<file path="src/eac_pkg.sv">
/*
   eac_pkg: constants shared by both ends of the nvm access control block.
   assumes one 20 MHz system clock at both ends.
*/
package eac_pkg;
   // ***************************************************
   // io map of the device end
   // ***************************************************
   localparam logic [5:0] IO_SCR0 = 6'h1E;
   localparam logic [5:0] IO_CTRL = 6'h1F;
   localparam logic [5:0] IO_DATA = 6'h20;
   localparam logic [5:0] IO_ADLO = 6'h21;
   localparam logic [5:0] IO_ADHI = 6'h22;
   localparam logic [5:0] IO_SCR1 = 6'h2A;
   localparam logic [5:0] IO_SCR2 = 6'h2B;
   // nvm_control_reg bit positions
   localparam int CB_READ = 0;
   localparam int CB_PROG = 1;
   localparam int CB_MPE = 2;
   localparam int CB_RIE = 3;
   localparam int CB_MODE = 4;
   localparam int ADDR_W = 12;
   localparam int EE_AW = 10;
   localparam int EE_DEPTH = 1 << EE_AW;
   localparam logic [7:0] ERASED = 8'hFF;
   localparam logic [7:0] BYTE_ZERO = 8'h00;
   // ***************************************************
   // timing
   // ***************************************************
   localparam logic [2:0] MPE_WIN_CYC = 3'h4;
   localparam logic [2:0] PROG_STALL_CYC = 3'h2;
   localparam logic [2:0] READ_STALL_CYC = 3'h4;
   localparam int PROG_CNT_W = 15;
   localparam int PROG_ATOMIC_RC = 26368;
   localparam int PROG_ATOMIC_US = 3400;
   localparam int PROG_SPLIT_US = 1800;
   localparam int PROG_SPLIT_RC = (PROG_ATOMIC_RC * PROG_SPLIT_US + PROG_ATOMIC_US - 1) / PROG_ATOMIC_US;
   typedef enum logic [1:0] {
      PM_ATOMIC = 2'b00,
      PM_ERASE = 2'b01,
      PM_WRITE = 2'b10,
      PM_RSVD = 2'b11
   } eac_mode_e;
   // ***************************************************
   // wishbone map of the core end
   // ***************************************************
   localparam logic [7:0] HR_CMD = 8'h00;
   localparam logic [7:0] HR_ADDR = 8'h04;
   localparam logic [7:0] HR_WDATA = 8'h08;
   localparam logic [7:0] HR_RDATA = 8'h0C;
   localparam logic [7:0] HR_STATUS = 8'h10;
   localparam logic [7:0] HR_ISTAT = 8'h14;
   localparam logic [7:0] HR_IMASK = 8'h18;
   localparam logic [7:0] HR_CFG = 8'h1C;
   localparam int HC_WRITE = 0;
   localparam int HC_READ = 1;
   localparam int HC_IOWR = 2;
   localparam int HC_IORD = 3;
   localparam int IS_DONE = 0;
   localparam int IS_READY = 1;
   localparam int CFG_RIE = 2;
endpackage

</file>
<file path="src/eac_io_if.sv">
/*
   eac_io_if: io register port between the core end and the device end.
   assumes both ends run on the same clock.
*/
`timescale 1ns/1ps
`default_nettype none
interface eac_io_if;
   logic [5:0] io_addr;
   logic io_wr;
   logic io_rd;
   logic [7:0] io_wdata;
   logic [7:0] io_rdata;
   logic stall;
   logic ready_irq;
   logic global_ie;
   logic spm_busy;
   modport dev (
      input io_addr, io_wr, io_rd, io_wdata, global_ie, spm_busy,
      output io_rdata, stall, ready_irq
   );
   modport core (
      output io_addr, io_wr, io_rd, io_wdata, global_ie, spm_busy,
      input io_rdata, stall, ready_irq
   );
endinterface
`default_nettype wire

</file>
<file path="src/eac_core.sv">
/*
   eac_core: core end, runs the byte write and read sequences on the io
   port on orders given over a classic wishbone slave.
   assumes the device end answers io reads in the following cycle.
*/
// Decided for this implementation: register access over Wishbone.
`timescale 1ns/1ps
`default_nettype none
module eac_core (
   input wire logic sys_clk_i,
   input wire logic rst_i,
   input wire logic wb_cyc_i,
   input wire logic wb_stb_i,
   input wire logic wb_we_i,
   input wire logic [7:0] wb_adr_i,
   input wire logic [3:0] wb_sel_i,
   input wire logic [31:0] wb_dat_i,
   output logic [31:0] wb_dat_o,
   output logic wb_ack_o,
   input wire logic flash_busy_i,
   output logic irq_o,
   eac_io_if.core io
);
   import eac_pkg::*;

   // ***************************************************
   // state
   // ***************************************************
   typedef enum logic [4:0] {
      ST_IDLE = 5'b00000,
      ST_WPOLL = 5'b00001,
      ST_WPCHK = 5'b00010,
      ST_WADLO = 5'b00011,
      ST_WADHI = 5'b00100,
      ST_WDAT = 5'b00101,
      ST_WMPE = 5'b00110,
      ST_WPE = 5'b00111,
      ST_RPOLL = 5'b01000,
      ST_RPCHK = 5'b01001,
      ST_RADLO = 5'b01010,
      ST_RADHI = 5'b01011,
      ST_RSTRB = 5'b01100,
      ST_RDAT = 5'b01101,
      ST_RGET = 5'b01110,
      ST_RAWW = 5'b01111,
      ST_RAWR = 5'b10000,
      ST_FIN = 5'b10001
   } eac_st_e;

   typedef struct packed {
      eac_st_e st;
      logic [ADDR_W-1:0] addr;
      logic [7:0] wdata;
      logic [7:0] rdata;
      eac_mode_e mode;
      logic rie;
      logic [1:0] stat;
      logic [1:0] mask;
      logic [5:0] io_addr;
      logic [7:0] io_wdata;
      logic io_wr;
      logic io_rd;
      logic gap;
      logic gie;
      logic spm;
      logic ack;
      logic irq;
      logic [31:0] dat;
   } eac_core_s;

   eac_core_s q;
   eac_core_s n;
   logic free;
   logic go_wr;
   logic go_rd;
   logic [5:0] go_a;
   logic [7:0] go_d;
   logic hit;
   logic [1:0] clr;

   function automatic logic wr_hit(input logic h, input logic we, input logic [7:0] a, input logic [7:0] off);
      return h && we && (a == off);
   endfunction

   function automatic logic [7:0] ctl(input eac_core_s s, input logic mpe, input logic pe, input logic rd);
      return {2'b00, s.mode, s.rie, mpe, pe, rd};
   endfunction

   // ***************************************************
   // next state
   // ***************************************************
   always_comb begin
      n = q;
      go_wr = 1'b0;
      go_rd = 1'b0;
      go_a = IO_CTRL;
      go_d = BYTE_ZERO;
      n.io_wr = 1'b0;
      n.io_rd = 1'b0;
      // one quiet cycle after each access lets stall and read data arrive
      n.gap = q.io_wr | q.io_rd;
      free = !q.io_wr && !q.io_rd && !q.gap && !io.stall;
      n.spm = flash_busy_i;

      unique case (q.st)
         ST_IDLE: begin
         end
         ST_WPOLL, ST_RPOLL: begin
            if (free) begin
               go_rd = 1'b1;
               n.st = (q.st == ST_WPOLL) ? ST_WPCHK : ST_RPCHK;
            end
         end
         ST_WPCHK: begin
            if (q.gap) begin
               n.st = (io.io_rdata[CB_PROG] || q.spm) ? ST_WPOLL : ST_WADLO;
            end
         end
         ST_RPCHK: begin
            if (q.gap) begin
               n.st = io.io_rdata[CB_PROG] ? ST_RPOLL : ST_RADLO;
            end
         end
         ST_WADLO, ST_RADLO: begin
            if (free) begin
               go_wr = 1'b1;
               go_a = IO_ADLO;
               go_d = q.addr[7:0];
               n.st = (q.st == ST_WADLO) ? ST_WADHI : ST_RADHI;
            end
         end
         ST_WADHI, ST_RADHI: begin
            if (free) begin
               go_wr = 1'b1;
               go_a = IO_ADHI;
               go_d = {{(16-ADDR_W){1'b0}}, q.addr[ADDR_W-1:8]};
               n.st = (q.st == ST_WADHI) ? ST_WDAT : ST_RSTRB;
            end
         end
         ST_WDAT: begin
            if (free) begin
               go_wr = 1'b1;
               go_a = IO_DATA;
               go_d = q.wdata;
               n.st = ST_WMPE;
            end
         end
         ST_WMPE: begin
            if (free) begin
               go_wr = 1'b1;
               go_d = ctl(q, 1'b1, 1'b0, 1'b0);
               n.st = ST_WPE;
            end
         end
         ST_WPE: begin
            if (free) begin
               go_wr = 1'b1;
               go_d = ctl(q, 1'b1, 1'b1, 1'b0);
               n.st = ST_FIN;
            end
         end
         ST_RSTRB: begin
            if (free) begin
               go_wr = 1'b1;
               go_d = ctl(q, 1'b0, 1'b0, 1'b1);
               n.st = ST_RDAT;
            end
         end
         ST_RDAT: begin
            if (free) begin
               go_rd = 1'b1;
               go_a = IO_DATA;
               n.st = ST_RGET;
            end
         end
         ST_RAWR: begin
            if (free) begin
               go_rd = 1'b1;
               go_a = q.addr[5:0];
               n.st = ST_RGET;
            end
         end
         ST_RGET: begin
            if (q.gap) begin
               n.rdata = io.io_rdata;
               n.st = ST_FIN;
            end
         end
         ST_RAWW: begin
            if (free) begin
               go_wr = 1'b1;
               go_a = q.addr[5:0];
               go_d = q.wdata;
               n.st = ST_FIN;
            end
         end
         ST_FIN: begin
            // done only after the last access, its quiet cycle and any stall
            if (free) begin
               n.st = ST_IDLE;
            end
         end
         default: n.st = ST_IDLE;
      endcase

      if (go_wr || go_rd) begin
         n.io_wr = go_wr;
         n.io_rd = go_rd;
         n.io_addr = go_a;
         n.io_wdata = go_d;
      end

      // ***************************************************
      // wishbone slave, ack one cycle after the request
      // ***************************************************
      hit = wb_cyc_i && wb_stb_i && !q.ack;
      n.ack = hit;
      clr = 2'b00;
      if (wr_hit(hit, wb_we_i, wb_adr_i, HR_CMD) && wb_sel_i[0] && q.st == ST_IDLE) begin
         if (wb_dat_i[HC_WRITE]) begin
            n.st = ST_WPOLL;
         end else if (wb_dat_i[HC_READ]) begin
            n.st = ST_RPOLL;
         end else if (wb_dat_i[HC_IOWR]) begin
            n.st = ST_RAWW;
         end else if (wb_dat_i[HC_IORD]) begin
            n.st = ST_RAWR;
         end
      end
      if (q.st == ST_IDLE) begin
         if (wr_hit(hit, wb_we_i, wb_adr_i, HR_ADDR)) begin
            if (wb_sel_i[0]) begin
               n.addr[7:0] = wb_dat_i[7:0];
            end
            if (wb_sel_i[1]) begin
               n.addr[ADDR_W-1:8] = wb_dat_i[ADDR_W-1:8];
            end
         end
         if (wr_hit(hit, wb_we_i, wb_adr_i, HR_WDATA) && wb_sel_i[0]) begin
            n.wdata = wb_dat_i[7:0];
         end
         if (wr_hit(hit, wb_we_i, wb_adr_i, HR_CFG) && wb_sel_i[0]) begin
            n.mode = eac_mode_e'(wb_dat_i[1:0]);
            n.rie = wb_dat_i[CFG_RIE];
         end
      end
      if (wr_hit(hit, wb_we_i, wb_adr_i, HR_IMASK) && wb_sel_i[0]) begin
         n.mask = wb_dat_i[1:0];
      end
      if (wr_hit(hit, wb_we_i, wb_adr_i, HR_ISTAT) && wb_sel_i[0]) begin
         clr = wb_dat_i[1:0];
      end
      // a new event wins over a clear in the same cycle
      n.stat = (q.stat & ~clr) | {io.ready_irq, q.st == ST_FIN && n.st == ST_IDLE};
      n.irq = |(q.stat & q.mask);
      n.dat = 32'h0000_0000;
      if (hit && !wb_we_i) begin
         case (wb_adr_i)
            HR_ADDR: n.dat = {{(32-ADDR_W){1'b0}}, q.addr};
            HR_WDATA: n.dat = {24'h00_0000, q.wdata};
            HR_RDATA: n.dat = {24'h00_0000, q.rdata};
            HR_STATUS: n.dat = {31'h0000_0000, q.st != ST_IDLE};
            HR_ISTAT: n.dat = {30'h0000_0000, q.stat};
            HR_IMASK: n.dat = {30'h0000_0000, q.mask};
            HR_CFG: n.dat = {29'h0000_0000, q.rie, q.mode};
            default: n.dat = 32'h0000_0000;
         endcase
      end
      // interrupts stay off from the first poll to the end of a sequence
      n.gie = (n.st == ST_IDLE);
   end

   // ***************************************************
   // registers
   // ***************************************************
   always_ff @(posedge sys_clk_i) begin
      if (rst_i) begin
         q <= '0;
      end else begin
         q <= n;
      end
   end

   assign wb_dat_o = q.dat;
   assign wb_ack_o = q.ack;
   assign irq_o = q.irq;
   assign io.io_addr = q.io_addr;
   assign io.io_wr = q.io_wr;
   assign io.io_rd = q.io_rd;
   assign io.io_wdata = q.io_wdata;
   assign io.global_ie = q.gie;
   assign io.spm_busy = q.spm;
endmodule
`default_nettype wire

</file>
<file path="src/flat_wrapper.sv">
// flat-port wrapper written by rule: the top's interface ports become plain ports
module eac_core_flat import eac_pkg::*;
  (sys_clk_i, rst_i, wb_cyc_i, wb_stb_i, wb_we_i, wb_adr_i, wb_sel_i, wb_dat_i, wb_dat_o, wb_ack_o, flash_busy_i, irq_o, io_io_addr, io_io_wr, io_io_rd, io_io_wdata, io_global_ie, io_spm_busy, io_io_rdata, io_stall, io_ready_irq);
  eac_io_if io_i ();
  input wire logic sys_clk_i;
  input wire logic rst_i;
  input wire logic wb_cyc_i;
  input wire logic wb_stb_i;
  input wire logic wb_we_i;
  input wire logic [7:0] wb_adr_i;
  input wire logic [3:0] wb_sel_i;
  input wire logic [31:0] wb_dat_i;
  output logic [31:0] wb_dat_o;
  output logic wb_ack_o;
  input wire logic flash_busy_i;
  output logic irq_o;
  output wire logic [$bits(io_i.io_addr)-1:0] io_io_addr;
  output wire logic [$bits(io_i.io_wr)-1:0] io_io_wr;
  output wire logic [$bits(io_i.io_rd)-1:0] io_io_rd;
  output wire logic [$bits(io_i.io_wdata)-1:0] io_io_wdata;
  output wire logic [$bits(io_i.global_ie)-1:0] io_global_ie;
  output wire logic [$bits(io_i.spm_busy)-1:0] io_spm_busy;
  input wire logic [$bits(io_i.io_rdata)-1:0] io_io_rdata;
  input wire logic [$bits(io_i.stall)-1:0] io_stall;
  input wire logic [$bits(io_i.ready_irq)-1:0] io_ready_irq;
  assign io_io_addr = io_i.io_addr;
  assign io_io_wr = io_i.io_wr;
  assign io_io_rd = io_i.io_rd;
  assign io_io_wdata = io_i.io_wdata;
  assign io_global_ie = io_i.global_ie;
  assign io_spm_busy = io_i.spm_busy;
  assign io_i.io_rdata = io_io_rdata;
  assign io_i.stall = io_stall;
  assign io_i.ready_irq = io_ready_irq;
  eac_core u_core (.sys_clk_i(sys_clk_i), .rst_i(rst_i), .wb_cyc_i(wb_cyc_i), .wb_stb_i(wb_stb_i), .wb_we_i(wb_we_i), .wb_adr_i(wb_adr_i), .wb_sel_i(wb_sel_i), .wb_dat_i(wb_dat_i), .wb_dat_o(wb_dat_o), .wb_ack_o(wb_ack_o), .flash_busy_i(flash_busy_i), .irq_o(irq_o), .io(io_i));
endmodule
</file>
<file path="config.mk">
export PLATFORM = sky130hd
export DESIGN_NAME = eac_core_flat
export DESIGN_NICKNAME = d
export VERILOG_FILES = /design/src/eac_pkg.sv /design/src/eac_io_if.sv /design/src/eac_core.sv /design/src/flat_wrapper.sv
export SDC_FILE = /design/constraint.sdc
export NUM_CORES = 1
export LEC_CHECK = 0
export CORE_UTILIZATION = 35
export DETAILED_ROUTE_END_ITERATION = 7
export DONT_BUFFER_PORTS = 1
export GPL_TIMING_DRIVEN = 0
export PLACE_DENSITY = 0.46
export SLEW_MARGIN = 20
export SYNTH_ARGS = -nofsm -noshare
export SYNTH_HDL_FRONTEND = slang
export SYNTH_SLANG_ARGS = --single-unit
</file>
<file path="constraint.sdc">
create_clock -name sys_clk_i -period 2.9 [get_ports sys_clk_i]
set_input_delay 0.58 -clock sys_clk_i [delete_from_list [all_inputs] [get_ports sys_clk_i]]
set_output_delay 0.58 -clock sys_clk_i [all_outputs]
set_load 0.01 [all_outputs]
</file>
**Word level (Yosys, flattened, before mapping)**

Cells that the tools add are included.
Widths: inputs -> output; s select.

- Bits in registers: 93
- Input port bits: 60
- Word-level logic and storage cells: 140

- Equality and inequality tests: 24
- Muxes and demuxes: 40
- Bitwise operators: 7
- Reductions and logical operators: 50

Operators by type and width:

| operator | count |
|---|---|
| $mux 5 | 17 |
| $pmux 12 s7 | 1 |
| $pmux 5 s13 | 1 |
| $pmux 8 s6 | 1 |
| $mux 6 | 7 |
| $eq 5x4->1 const B | 8 |
| $eq 8x5->1 const B | 4 |
| $pmux 6 s4 | 1 |
| $reduce_or 2->1 | 11 |
| $eq 5x3->1 const B | 4 |
| $logic_and 1x1->1 | 20 |
| $eq 8x4->1 const B | 2 |
| $mux 4 | 4 |
| $mux 8 | 2 |
| $eq 5x2->1 const B | 2 |
| $eq 5x5->1 const B | 2 |
| $logic_not 5->1 | 2 |
| $reduce_or 9->1 | 1 |
| $eq 8x3->1 const B | 1 |
| $logic_not 8->1 | 1 |
| $logic_not 1->1 | 6 |
| $mux 2 | 3 |
| $reduce_and 2->1 | 3 |
| $reduce_and 3->1 | 2 |
| 10 further kinds | 15 |

**Longest topological paths before layout**

- Depth after elaboration: 14
- Gate-level depth with buffers: 9
- Depth with buffers taken out: 6

**Least setup slack after synthesis**

OpenSTA, ideal clock, no wires.

- Path kind: input-to-reg
- Start point: input wb_adr_i[5]
- End point: register u_core.q (netlist bit u_core.io.global_ie)
- Library setup time: 0.061 ns
- Arrival time: 2.126 ns
- Path slack: 0.713 ns
- Stages: 6
- Buffers on the path: 0
- Cell sequence: nor4_2 > nand2_1 > nor3_1 > o31ai_1 > a2111oi_2 > and4b_1

- Longest elaborated chain between the ends: 6

RTL lines:

| element | line | text |
|---|---|---|
| start, declared | flat_wrapper.sv:10 | `input wire logic [7:0] wb_adr_i;` |
| $logic_not 8->1 | eac_core.sv:82 | `return h && we && (a == off);` |
| $logic_and 1x1->1 | eac_core.sv:82 |  |
| $logic_and 1x1->1 (2 in series) | eac_core.sv:219 | `if (wr_hit(hit, wb_we_i, wb_adr_i, HR_CMD) && wb_sel_i[0] && q.st == ST_IDLE) begin` |
| $mux 5 | eac_core.sv:219 |  |
| $logic_not 5->1 | eac_core.sv:270 | `n.gie = (n.st == ST_IDLE);` |
| end signal, assigned | eac_core.sv:280 | `q <= n;` |
| end, declared | eac_core.sv:71 | `eac_core_s q;` |

Every way passes these cells.
A chain may end at the register's enable or synchronous reset.

**Worst setup path after layout**

- Start point: register u_core.q[90] in the netlist's numbering
- End point: register u_core.q (netlist bit u_core.io.io_addr[2])

- Longest elaborated chain between the ends: 4
- Elaborated cells between the ends (all ways): 23
- Classes of those cells: 13 x eq/ne; 3 x mux; 7 x reduce/logical

RTL lines:

| element | line | text |
|---|---|---|
| $eq 5x4->1 (tied with other cells) | eac_core.sv:105 | `unique case (q.st)` |
| $reduce_or 9->1 (no source line) / $reduce_or 4->1 (equally long branches) | - |  |
| $mux 1 | - |  |
| $logic_or 1x1->1 | eac_core.sv:206 | `if (go_wr \|\| go_rd) begin` |

Parallel ways exist; a longest one is shown, timed or not.

==> impl_metrics.ini <==
[global_route]
grt_pass1_wl_microns = 18300
antenna_found_initial = 0
grtUsageTotal_pct = 21.1
grt_pass1_vias = 3251
overflow = 0
grt_max_degree = 13

[sta]
finalMaxSlewViolations = 0
relSlewSlack_pct = 42.0
fin_crit_sh_pct = 84.5
max_freq_mhz = 408
rsz0062_at_grt = no
clock_skew_ns = 0.0124
hold_viol_final = 0
period_minus_slack_ns = 2.45
worst_slew_pin_slew_ns = 0.863
whs_ns = 0.353
worst_slack_ns = 0.450
setup_viol = 0
tns_ns = 0

[die]
coreArea_sq_um = 10900
die_y_microns = 108
initial_core_util_pct = 36.1
rows = 38
die_w_microns = 108
fp.dieArea_sq_um = 11700
io-pin-count = 112

[route]
post-route-drc-count = 0
drt_iter0_markers = 150
vias = 3409
viasPerCell = 5.28
ant_nets = 0
dr_wl_met3_microns = 689
wl_met1_microns = 5630
routedWlPerCell_microns = 17.9
drt_wl_total_microns = 11600
topRoutingLayerUsed = met4
drtPass1Iterations = 4
met2_length_microns = 5040

[power_and_ir_drop]
p_sw_share_pct = 23.0
p_per_area_nw_per_um2 = 454
comb_power_share_pct = 4.7
p_switching_mw = 0.461
seq_power_share_pct = 50.2
p_int_mw = 1.55
power_leakage_nw = 1.61
p_clk_share_pct = 45.0
ir_drop_v = 0.000169

[worst_setup_path]
endpoint_kind = register
path_max_fanout = 10
startpoint_type = register
critical_path_class = register to register
arrival_ns = 2.72
critical_path_required_ns = 3.17
path_common_cell = nor2_1
slowest_stage = dfxtp_1
crit_family = simple AND/OR/NAND/NOR gates
crit_chain = clkbuf_1, nor4b_1, a221oi_1, nor2_1, nor2_1, buf_2, nand2_1, a21oi_1
cpPeakStageDelay_ns = 0.45
path_buf_inv = 2

[logic_synthesis]
yosysWarnings = 0
yosysTopAreaCell = dfxtp_1
synth_top_area_share_pct = 37.1
post_synth_inst_count = 472
async_flop_share_pct = 0
syn_area_sq_um = 3940
syn_area_per_cell_sq_um = 8.34
synth_seq_cells = 73
synth_top_flop_cell = dfxtp_1
synth_edf_count = 0
yosysMostFrequentCell = nor2_1
synth_seq_area_share_pct = 37.1
ys_types = 57
synthTopCellsByArea = dfxtp_1 37%, buf_4 8.8%, mux2i_1 8.6%
synth_common_cells = 78 x nor2_1, 73 x dfxtp_1, 46 x buf_4

[clock_tree]
cts.htree.levels = 3
cts_setup_buffers = 0
cts_resized = 0
clk_path_buf_depth = 2
clk_latency_ns = 0.36
cts_tree = done
clk_pin_slew_ns = 0.08
cts_buffers = 9
cts-root-buf = clkbuf_8
cts_sinks = 73
cts_hold_buf = 0

[finish]
nets = 562
antenna_cells = 0
drive_gt1_share_pct = 17.0
fin_util_pct = 40.6
fin_cells = 646
synthToLayoutAreaGrowth_pct = 12.3

[place]
io_buffer_count = 0
hpwl_microns = 8810
gp_congestion = 0.886
dp.cells = 631
preCtsSetupSlack_ns = 0.404

[hold_path]
hp-class = input pin to register

[flow_run]
cap_viol_max_count = 0

[outcome]
outcome = finished clean
## final cells by class
cell class                 count  area [sq um]
multi-input combinational    337          2070
fill                        1158          6470
clock inverter                 4          77.6
tap                          140           175
sequential                    73          1460
clock buffer                  11           141
inverter                       4          15.0
buffer                        77           478
## per-stage QoR
step                      cell area (sq um)  power (mW)
after floorplan                        4010        1.10
after global placement                 4180        1.13
after detailed placement               4190        1.13
after CTS                              4410        2.02
after global routing                   4420        2.08
final                                  4420        2.01
## cells by family (layout without fill, tap and decap cells)
logic type             after synthesis  after routing  synth area share [%]
AND/OR/NAND/NOR                    183            183                  23.0
AO/OA/AOI/OAI                       91             91                  16.2
buffers and inverters               81             96                  12.5
flip-flops                          73             73                  37.1
multiplexers                        40             40                  10.4
XOR/XNOR                             3              3                 0.668
other                                1             20                0.0953
## registers in the layout, indices dropped and copies added, names as in the netlist
signal / cells
u_core.wb_dat_o: 12
u_core.io.io_addr: 6
u_core.io.spm_busy: 1
u_core.irq_o: 1
u_core.io.io_wr: 1
u_core.io.global_ie: 1
u_core.wb_ack_o: 1
u_core.q: 41
u_core.io.io_wdata: 8
u_core.io.io_rd: 1
## cells in the final DEF, fill, tap and decap left out, types with 3 or more instances in the layout
master and instances:
nor2_1 78, dfxtp_1 73, buf_4 46, mux2i_1 34, a21oi_1 26, nand2_1 25, clkbuf_1 22, nor3_1 20
conb_1 20, a22oi_1 13, o21ai_0 12, clkbuf_8 10, nor2b_1 9, and3_1 8, nand2b_1 8, buf_2 7
mux2_2 6, a22o_1 5, o22ai_1 5, nor4_2 4, nand3b_1 4, nor3b_1 4, nor4_1 4, or3_1 4
a222oi_1 3, a221oi_1 3, o31ai_1 3, nand3_1 3, a2bb2oi_1 3, inv_1 3
## power by group through the flow
stage | Sequential, mW | Clock (mW) | Combinational, mW
6_report | 1.01 | 0.904 | 0.0949
4_1_cts | 1.01 | 0.922 | 0.0938
2_1_floorplan | 1.03 | 0 | 0.0734
3_3_place_gp | 1.03 | 0 | 0.0933
5_1_grt | 1.01 | 0.969 | 0.105
3_5_place_dp | 1.03 | 0 | 0.0936
## path summary, 6_finish.rpt
| kind | from | cells after the start | slack (ns) | endpoint |
|---|---|---|---|---|
| setup / recovery | u_core.q[90] | 8 | 0.45 | u_core.io.io_addr[2] |
| hold / removal | flash_busy_i | 1 | 0.35 | u_core.io.spm_busy |
| setup reg to reg | u_core.q[90] | 8 | 0.45 | u_core.io.io_addr[2] |
| hold reg to reg | u_core.io.io_addr[4] | 2 | 0.46 | u_core.io.io_addr[4] |
## per-layer routing
layer | global-route usage, % | up-vias
li1 | - | 1666
met1 | 29.8 | 1611
met4 | 7.83 | 0
met3 | 5.30 | 20
met2 | 30.5 | 112
met5 | 0 | -
No activity file was read; power rests on OpenSTA's default activity.
